**config.mk**
```make
export PLATFORM = sky130hd
export DESIGN_NAME = cogtb_bank
export DESIGN_NICKNAME = d
export VERILOG_FILES = /design/src/hdl/cogtb_pkg.sv /design/src/hdl/cogtb_bank.sv /design/src/hdl/cogtb_store.sv
export VERILOG_INCLUDE_DIRS = /design/src /design/src/hdl
export SDC_FILE = /design/constraint.sdc
export NUM_CORES = 1
export LEC_CHECK = 0
export ABC_AREA = 1
export BUFFER_PORTS_ARGS = -buffer_cell sky130_fd_sc_hd__buf_2
export CORE_MARGIN = 5
export CORE_UTILIZATION = 55
export CTS_CLUSTER_DIAMETER = 40
export DETAILED_ROUTE_END_ITERATION = 8
export GPL_ROUTABILITY_DRIVEN = 1
export PLACE_DENSITY_LB_ADDON = 0.1
export SLEW_MARGIN = 20
export SYNTH_ARGS = -nofsm -noshare
export SYNTH_HDL_FRONTEND = slang
export SYNTH_HIERARCHICAL = 1
export SYNTH_SLANG_ARGS = --single-unit
```
**constraint.sdc**
```tcl
create_clock -name clock -period 5.3 [get_ports clock]
set_clock_uncertainty 0.05 [all_clocks]
set_input_delay 0.53 -clock clock [delete_from_list [all_inputs] [get_ports clock]]
set_output_delay 0.53 -clock clock [all_outputs]
set_load 0.03 [all_outputs]
```
**src/hdl/cogtb_regs.svh**
```systemverilog
// Register addresses, field positions and reset values of the trim bank.
// Assumes byte addressing on the serial port, low byte of a 16-bit register at its base.
`ifndef COGTB_REGS_SVH
`define COGTB_REGS_SVH
`define COGTB_ADDR_W 15
`define COGTB_ADR_CORE3_INPUT_C_OFFSET_TRIM 15'h0338
`define COGTB_ADR_CORE3_INPUT_D_OFFSET_TRIM 15'h033A
`define COGTB_ADR_CORE4_OFFSET_TRIM 15'h033C
`define COGTB_ADR_CORE5_OFFSET_TRIM 15'h033E
`define COGTB_ADR_OFFSET_LAST 15'h033F
`define COGTB_ADR_CORE0_FINE_GAIN_TRIM 15'h0360
`define COGTB_ADR_CORE1_FINE_GAIN_TRIM 15'h0361
`define COGTB_ADR_CORE2_INPUT_A_FINE_GAIN_TRIM 15'h0362
`define COGTB_OFFSET_W 12
`define COGTB_GAIN_W 5
`define COGTB_OFFSET_BYTES 8
`define COGTB_DEPTH 11
`define COGTB_IDX_NONE 4'hF
`define COGTB_IDX_C3C 0
`define COGTB_IDX_C3D 2
`define COGTB_IDX_C4 4
`define COGTB_IDX_C5 6
`define COGTB_IDX_G0 8
`define COGTB_IDX_G1 9
`define COGTB_IDX_G2A 10
`define COGTB_MASK_OFFSET_LO 8'hFF
`define COGTB_MASK_OFFSET_HI 8'h0F
`define COGTB_MASK_GAIN 8'h1F
`define COGTB_RESET_BYTE 8'h00
`define COGTB_CMD_BITS 5'h0F
`define COGTB_BYTE_BITS 5'h07
`endif

```
**src/hdl/cogtb_pkg.sv**
```systemverilog
// Types shared by the trim bank and its storage.
// Assumes nothing beyond a SystemVerilog compiler.
package cogtb_pkg;
   typedef logic [3:0] cogtb_idx_t;
   typedef enum logic [1:0] {
      st_idle = 2'b00,
      st_cmd = 2'b01,
      st_data = 2'b10
   } cogtb_state_t;
endpackage : cogtb_pkg

```
**src/hdl/cogtb_bank.sv**
```systemverilog
// Per-core offset and fine-gain trim bank behind the serial register port.
// Assumes the serial port pins are asynchronous and SCLK is at most one eighth of clock.
`timescale 1ns/1ps
`include "cogtb_regs.svh"
module cogtb_bank (
   // Clock and reset.
   input wire logic clock,
   input wire logic reset_n,
   // Serial register port.
   input wire logic spi_sclk,
   input wire logic spi_cs_n,
   input wire logic spi_sdi,
   output logic spi_sdo,
   output logic spi_sdo_oe_n,
   // Conversion status from the cores.
   input wire logic core3_input_d_sel,
   input wire logic core2_input_a_sel,
   // Fuse defaults.
   input wire logic [`COGTB_OFFSET_W-1:0] fuse_core3_input_c_offset,
   input wire logic [`COGTB_OFFSET_W-1:0] fuse_core3_input_d_offset,
   input wire logic [`COGTB_OFFSET_W-1:0] fuse_core4_offset,
   input wire logic [`COGTB_OFFSET_W-1:0] fuse_core5_offset,
   input wire logic [`COGTB_GAIN_W-1:0] fuse_core0_gain,
   input wire logic [`COGTB_GAIN_W-1:0] fuse_core1_gain,
   input wire logic [`COGTB_GAIN_W-1:0] fuse_core2_input_a_gain,
   // Corrections applied to the cores, and the index of the last written byte.
   output logic [`COGTB_OFFSET_W-1:0] core3_offset,
   output logic [`COGTB_OFFSET_W-1:0] core4_offset,
   output logic [`COGTB_OFFSET_W-1:0] core5_offset,
   output logic [`COGTB_GAIN_W-1:0] core0_gain,
   output logic [`COGTB_GAIN_W-1:0] core1_gain,
   output logic [`COGTB_GAIN_W-1:0] core2_gain,
   output cogtb_pkg::cogtb_idx_t last_idx,
   output logic core2_gain_valid
);
   import cogtb_pkg::*;
   localparam int DEPTH = `COGTB_DEPTH;
   localparam int OW = `COGTB_OFFSET_W;
   localparam int GW = `COGTB_GAIN_W;

   logic cs_q1, cs_q2, sclk_q1, sclk_q2, sclk_q3, sdi_q1, sdi_q2;
   logic rise, fall, fuse_load;
   cogtb_state_t state, next_state;
   logic [4:0] bit_cnt, next_bit_cnt;
   logic [14:0] cmd_sh, next_cmd_sh, addr, next_addr;
   logic [6:0] data_sh, next_data_sh;
   logic is_read, next_is_read;
   logic wr_en, rd_en, rd_valid;
   cogtb_idx_t wr_idx, rd_idx, next_last_idx;
   logic [7:0] wr_data, rd_data, out_sh, next_out_sh;
   logic next_sdo, next_sdo_oe_n;
   logic [DEPTH*8-1:0] image, fuse_image;
   logic [OW-1:0] ofs_c, ofs_d, ofs_4, ofs_5;
   logic [OW-1:0] next_core3_offset;
   logic [GW-1:0] next_core2_gain;

   function automatic cogtb_idx_t dec_idx(input logic [14:0] a);
      logic [14:0] rel;
      rel = 15'h0000;
      if (a >= `COGTB_ADR_CORE3_INPUT_C_OFFSET_TRIM && a <= `COGTB_ADR_OFFSET_LAST) begin
         rel = a - `COGTB_ADR_CORE3_INPUT_C_OFFSET_TRIM;
         return cogtb_idx_t'(rel);
      end
      if (a >= `COGTB_ADR_CORE0_FINE_GAIN_TRIM &&
          a <= `COGTB_ADR_CORE2_INPUT_A_FINE_GAIN_TRIM) begin
         rel = a - `COGTB_ADR_CORE0_FINE_GAIN_TRIM + 15'(`COGTB_OFFSET_BYTES);
         return cogtb_idx_t'(rel);
      end
      return `COGTB_IDX_NONE;
   endfunction : dec_idx

   // Reserved bits are not stored, so they always read back as zero.
   function automatic logic [7:0] idx_mask(input cogtb_idx_t i);
      if (32'(i) >= `COGTB_OFFSET_BYTES) begin
         return `COGTB_MASK_GAIN;
      end
      return i[0] ? `COGTB_MASK_OFFSET_HI : `COGTB_MASK_OFFSET_LO;
   endfunction : idx_mask

   // Pins cross into the clock domain through two flops each.
   always_ff @(posedge clock or negedge reset_n) begin
      if (!reset_n) begin
         cs_q1 <= 1'b1;
         cs_q2 <= 1'b1;
         sclk_q1 <= 1'b0;
         sclk_q2 <= 1'b0;
         sclk_q3 <= 1'b0;
         sdi_q1 <= 1'b0;
         sdi_q2 <= 1'b0;
         fuse_load <= 1'b1;
      end else begin
         cs_q1 <= spi_cs_n;
         cs_q2 <= cs_q1;
         sclk_q1 <= spi_sclk;
         sclk_q2 <= sclk_q1;
         sclk_q3 <= sclk_q2;
         sdi_q1 <= spi_sdi;
         sdi_q2 <= sdi_q1;
         fuse_load <= 1'b0;
      end
   end
   assign rise = sclk_q2 && !sclk_q3;
   assign fall = !sclk_q2 && sclk_q3;

   // Frame: one read flag, fifteen address bits, then bytes with address increment.
   always_comb begin
      next_state = state;
      next_bit_cnt = bit_cnt;
      next_cmd_sh = cmd_sh;
      next_addr = addr;
      next_data_sh = data_sh;
      next_is_read = is_read;
      next_last_idx = last_idx;
      wr_en = 1'b0;
      wr_idx = dec_idx(addr);
      wr_data = 8'h00;
      rd_en = 1'b0;
      rd_idx = `COGTB_IDX_NONE;
      case (state)
         st_idle: begin
            next_bit_cnt = 5'h00;
            if (!cs_q2) begin
               next_state = st_cmd;
            end
         end
         st_cmd: begin
            if (rise) begin
               next_cmd_sh = {cmd_sh[13:0], sdi_q2};
               next_bit_cnt = bit_cnt + 5'h01;
               if (bit_cnt == `COGTB_CMD_BITS) begin
                  next_is_read = cmd_sh[14];
                  next_addr = {cmd_sh[13:0], sdi_q2};
                  next_bit_cnt = 5'h00;
                  next_state = st_data;
                  rd_en = cmd_sh[14];
                  rd_idx = dec_idx({cmd_sh[13:0], sdi_q2});
               end
            end
         end
         st_data: begin
            if (rise) begin
               next_data_sh = {data_sh[5:0], sdi_q2};
               next_bit_cnt = bit_cnt + 5'h01;
               if (bit_cnt == `COGTB_BYTE_BITS) begin
                  next_bit_cnt = 5'h00;
                  next_addr = addr + 15'h0001;
                  // Unmapped addresses drop the write; the store holds no entry there.
                  wr_en = !is_read && (32'(wr_idx) < DEPTH);
                  wr_data = {data_sh, sdi_q2} & idx_mask(wr_idx);
                  if (wr_en) begin
                     next_last_idx = wr_idx;
                  end
                  rd_en = is_read;
                  rd_idx = dec_idx(addr + 15'h0001);
               end
            end
         end
         default: next_state = st_idle;
      endcase
      if (cs_q2) begin
         next_state = st_idle;
      end
   end

   always_ff @(posedge clock or negedge reset_n) begin
      if (!reset_n) begin
         state <= st_idle;
         bit_cnt <= 5'h00;
         cmd_sh <= 15'h0000;
         addr <= 15'h0000;
         data_sh <= 7'h00;
         is_read <= 1'b0;
         last_idx <= `COGTB_IDX_NONE;
      end else begin
         state <= next_state;
         bit_cnt <= next_bit_cnt;
         cmd_sh <= next_cmd_sh;
         addr <= next_addr;
         data_sh <= next_data_sh;
         is_read <= next_is_read;
         last_idx <= next_last_idx;
      end
   end

   // Read data launch on falling SCLK; the fetched byte must land before that edge.
   always_comb begin
      next_out_sh = out_sh;
      next_sdo = spi_sdo;
      next_sdo_oe_n = !(state == st_data && is_read && !cs_q2);
      if (rd_valid) begin
         next_out_sh = rd_data;
      end else if (fall && state == st_data && is_read) begin
         next_sdo = out_sh[7];
         next_out_sh = {out_sh[6:0], 1'b0};
      end
   end

   always_ff @(posedge clock or negedge reset_n) begin
      if (!reset_n) begin
         out_sh <= 8'h00;
         spi_sdo <= 1'b0;
         spi_sdo_oe_n <= 1'b1;
      end else begin
         out_sh <= next_out_sh;
         spi_sdo <= next_sdo;
         spi_sdo_oe_n <= next_sdo_oe_n;
      end
   end

   // Fuse image laid out like the register bytes.
   assign fuse_image = {8'(fuse_core2_input_a_gain), 8'(fuse_core1_gain), 8'(fuse_core0_gain),
                        16'(fuse_core5_offset), 16'(fuse_core4_offset),
                        16'(fuse_core3_input_d_offset), 16'(fuse_core3_input_c_offset)};

   cogtb_store #(.DEPTH(DEPTH)) u_store (
      .clock(clock),
      .reset_n(reset_n),
      .load_en(fuse_load),
      .load_image(fuse_image),
      .wr_en(wr_en),
      .wr_idx(wr_idx),
      .wr_data(wr_data),
      .rd_en(rd_en),
      .rd_idx(rd_idx),
      .rd_data(rd_data),
      .rd_valid(rd_valid),
      .image(image)
   );

   // Offsets are plain unsigned codes, never sign extended.
   assign ofs_c = image[`COGTB_IDX_C3C*8 +: OW];
   assign ofs_d = image[`COGTB_IDX_C3D*8 +: OW];
   assign ofs_4 = image[`COGTB_IDX_C4*8 +: OW];
   assign ofs_5 = image[`COGTB_IDX_C5*8 +: OW];

   always_comb begin
      next_core3_offset = core3_input_d_sel ? ofs_d : ofs_c;
      next_core2_gain = core2_input_a_sel ? image[`COGTB_IDX_G2A*8 +: GW] : '0;
   end

   always_ff @(posedge clock or negedge reset_n) begin
      if (!reset_n) begin
         core3_offset <= '0;
         core4_offset <= '0;
         core5_offset <= '0;
         core0_gain <= '0;
         core1_gain <= '0;
         core2_gain <= '0;
         core2_gain_valid <= 1'b0;
      end else begin
         core3_offset <= next_core3_offset;
         core4_offset <= ofs_4;
         core5_offset <= ofs_5;
         core0_gain <= image[`COGTB_IDX_G0*8 +: GW];
         core1_gain <= image[`COGTB_IDX_G1*8 +: GW];
         core2_gain <= next_core2_gain;
         core2_gain_valid <= core2_input_a_sel;
      end
   end
endmodule : cogtb_bank

```
**src/hdl/cogtb_store.sv**
```systemverilog
// Byte storage of the trim registers with a registered read port.
// Assumes writes arrive already masked and decoded by the bank.
`timescale 1ns/1ps
`include "cogtb_regs.svh"
module cogtb_store #(
   parameter int DEPTH = `COGTB_DEPTH
) (
   // Clock and reset.
   input wire logic clock,
   input wire logic reset_n,
   // Default image load.
   input wire logic load_en,
   input wire logic [DEPTH*8-1:0] load_image,
   // Write port.
   input wire logic wr_en,
   input wire cogtb_pkg::cogtb_idx_t wr_idx,
   input wire logic [7:0] wr_data,
   // Read port.
   input wire logic rd_en,
   input wire cogtb_pkg::cogtb_idx_t rd_idx,
   output logic [7:0] rd_data,
   output logic rd_valid,
   // Whole contents.
   output logic [DEPTH*8-1:0] image
);
   import cogtb_pkg::*;
   logic [7:0] next_rd_data;
   logic next_rd_valid;

   genvar g;
   generate
      for (g = 0; g < DEPTH; g = g + 1) begin : gen_entry
         logic [7:0] next_byte;
         always_comb begin
            next_byte = image[g*8 +: 8];
            if (load_en) begin
               next_byte = load_image[g*8 +: 8];
            end else if (wr_en && (wr_idx == cogtb_idx_t'(g))) begin
               next_byte = wr_data;
            end
         end
         always_ff @(posedge clock or negedge reset_n) begin
            if (!reset_n) begin
               image[g*8 +: 8] <= `COGTB_RESET_BYTE;
            end else begin
               image[g*8 +: 8] <= next_byte;
            end
         end
      end
   endgenerate

   always_comb begin
      next_rd_valid = rd_en;
      next_rd_data = `COGTB_RESET_BYTE;
      if (rd_en && (32'(rd_idx) < DEPTH)) begin
         next_rd_data = image[rd_idx*8 +: 8];
      end
   end

   always_ff @(posedge clock or negedge reset_n) begin
      if (!reset_n) begin
         rd_data <= `COGTB_RESET_BYTE;
         rd_valid <= 1'b0;
      end else begin
         rd_data <= next_rd_data;
         rd_valid <= next_rd_valid;
      end
   end
endmodule : cogtb_store

```
==> impl_metrics.env <==
export IMPL_status="finished clean"
export IMPL_post_cts_setup_buffers=0
export IMPL_critPathKind="reg2reg"
export IMPL_placed_cells=1570
export IMPL_fin_cells=1631
export IMPL_grt_start_max_net_pins=103
export IMPL_arrival_ps=3750
export IMPL_wl_per_cell_um=17.24
export IMPL_final_common_cell="nand2_1"
export IMPL_final_cell_mix="321 x nand2_1, 208 x dfrtp_1, 126 x buf_2, 113 x a21oi_1, 110 x inv_1"
export IMPL_worst_hold_slack_ps=15.15
export IMPL_gp_congestion=0.9334
export IMPL_synth_enable_flop_cells=0
export IMPL_finalHoldViolCount=0
export IMPL_grt_pass1_vias=8858
export IMPL_die_h_um=147.8
export IMPL_p_per_area_mw_per_mm2=476.1
export IMPL_rr_endpoint="u_store/image[58]"
export IMPL_drc=0
export IMPL_synth_seq_area_share=0.5184
export IMPL_syn_area_sq_mm=0.01045
export IMPL_rows=50
export IMPL_crit_path_start_kind="flip-flop"
export IMPL_required_ps=5580
export IMPL_path_max_fanout=29
export IMPL_path_clk_slew_ps=50
export IMPL_numCtsBuffers=34
export IMPL_rr_worst_depth=14
export IMPL_cts_max_path_buffers=3
export IMPL_io_pins=128
export IMPL_core_sq_mm=0.01871
export IMPL_critPathCapture="u_store/image[58]"
export IMPL_ant_nets=0
export IMPL_fin_crit_sh=0.6539
export IMPL_ctsHoldBuffers=0
export IMPL_final_area_sq_mm=0.01235
export IMPL_ys_ff_latch=216
export IMPL_cts_sinks=216
export IMPL_grt_pass1_wl_um=46240
export IMPL_crit_reg2reg_launch="state[0]"
export IMPL_cap_violations=0
export IMPL_multiInputGateArea_sq_mm=0.004278
export IMPL_vias=8961
export IMPL_io_buffers=127
export IMPL_ys_types=46
export IMPL_tns_ps=0
export IMPL_drv_slew=0
export IMPL_syn_to_final_growth_pct=18.21
export IMPL_min_period_ps=3466
export IMPL_ys_async_sr_fraction=1.000
export IMPL_slew_headroom=0.4408
export IMPL_antenna_found_initial=0
export IMPL_hold_path_class="in2async"
export IMPL_max_freq_mhz=288.5
export IMPL_post_dp_hpwl_um=19570
export IMPL_worst_slew_pin_slew_ps=838.8
export IMPL_drt_iter0_markers=645
export IMPL_cp_end_kind="flip-flop"
export IMPL_p_leak_uw=0.006057
export IMPL_synthFlopType="dfrtp_1"
export IMPL_r2r_slack_ps=1830
export IMPL_tritoncts="yes"
export IMPL_cp_startpoint="state[0]"
export IMPL_n_fill_cell=1577
export IMPL_ys_warn_count=6
export IMPL_drive_above_1_share=0.2019
export IMPL_floorplan_die_area_sq_mm=0.02185
export IMPL_drt_wl_total_um=28110
export IMPL_finalNetCount=1454
export IMPL_globalRouteOverflowTotal=0
export IMPL_cts_max_level=2
export IMPL_peakVddDrop_mv=0.2588
export IMPL_finalSetupViolations=0
export IMPL_dpl_cell_area_sq_mm=0.01116
export IMPL_clk_latency_ps=500
export IMPL_ff_latch_area_sq_mm=0.005419
export IMPL_synth_cells=1231
export IMPL_first_pass_iters=7
export IMPL_cts_root_buf="clkbuf_16"
export IMPL_vias_per_cell=5.494
export IMPL_finalPower_uw=5879
export IMPL_diodes=0
export IMPL_syn_mean_instance_area_sq_um=8.486
export IMPL_grtUsageTotal=0.2628
export IMPL_die_w_um=147.8
export IMPL_rsz0062_at_grt="no"
export IMPL_cts_resized_gates=0
export IMPL_start_util=0.5585
[worst min-delay path by stage]
stage / startpoint / end
5_1_grt: spi_sdi / sdi_q1
3_3_place_gp: sclk_q1 / sclk_q2
4_1_cts: reset_n / addr[8]
6_report: reset_n / addr[8]
3_5_place_dp: sclk_q1 / sclk_q2
2_1_floorplan: reset_n / addr[0]
[flip-flops by register name, indices dropped and copies added (netlist names), 2 cells and up]
signal and count:
core0_gain 5, out_sh 8, core2_gain 5, core3_offset 12, core5_offset 12, data_sh 7, u_store/rd_data 8, core1_gain 5
core4_offset 12, cmd_sh 15, state 2, last_idx 4, addr 15, u_store/image 88, bit_cnt 5
[power breakdown]
part	total [uW]	switching (uW)	internal [uW]	leakage, uW
Sequential	2050	188	1860	0.00280
Clock	2280	811	1470	0.000577
Combinational	1550	1090	452	0.00268
Total	5880	2090	3790	0.00606
[cell usage after synthesis, types with 3 or more instances]
cell	number	area, sq um
nand2_1	321	1205
dfrtp_1	208	5205
a21oi_1	113	565.5
inv_1	110	412.9
o21ai_0	98	490.5
nor2_1	85	319.1
nand3_1	68	340.3
o21ai_1	27	135.1
buf_2	24	120.1
o21ai_2	23	201.4
buf_6	14	157.7
mux2_2	13	146.4
ha_1	12	150.1
inv_2	12	45.04
nor2_2	9	56.30
o211ai_1	9	67.56
dfstp_2	8	210.2
nand4_1	8	50.05
clkbuf_1	7	26.28
nor3_1	7	35.03
a22oi_1	6	45.04
nor2_4	6	67.56
buf_4	5	37.54
o22ai_1	5	31.28
a21oi_2	4	35.03
a21oi_4	3	48.80
nand2_2	3	18.77
[metal layers]
layer  vias up  global-route usage  wire (um)
li1       4283                   -          -
met1      4231              0.3770      12800
met2       368              0.3955      12330
met3        79             0.05518       1954
met4         0              0.1021       1027
met5         -                   0          0
[per-stage QoR]
step             util  setup WS, ps
2_1_floorplan       -          2794
3_3_place_gp   0.5964          1940
3_5_place_dp   0.5964          1915
4_1_cts        0.6601          1888
5_1_grt        0.6601          1464
6_report       0.6601          1834
[cells by family (layout without fill, tap and decap cells)]
logic type               Yosys count  in the layout  share of synthesized area
AO/OA/AOI/OAI                    294            294                     0.1598
XOR/XNOR                           1              1                  0.0008386
adder cells (fa/ha/maj)           12             12                    0.01437
buffers and inverters            178            319                    0.08109
flip-flops                       216            216                     0.5184
multiplexers                      13             13                    0.01401
other                              1             26                  0.0003590
AND/OR/NAND/NOR                  516            516                     0.2112
[critical path: stages (launching register included)]
cell     delay, ps
dfrtp_1        420
inv_1          120
ha_1           150
buf_4          270
inv_1          320
nor2_8         260
inv_2          110
nor3_1         360
nand2_1        220
inv_2          180
inv_1           90
nor3_4         270
a21oi_2        290
nand2_1        130
o21ai_1         70
[area by class of cell]
type | count | area share
clock buffer | 41 | 0.07518
multi-input combinational | 862 | 0.3464
clock inverter | 20 | 0.02138
sequential | 216 | 0.4388
timing repair buffer | 134 | 0.05654
inverter | 124 | 0.03790
tap | 234 | 0.02371
No activity file was read; power rests on OpenSTA's default activity.
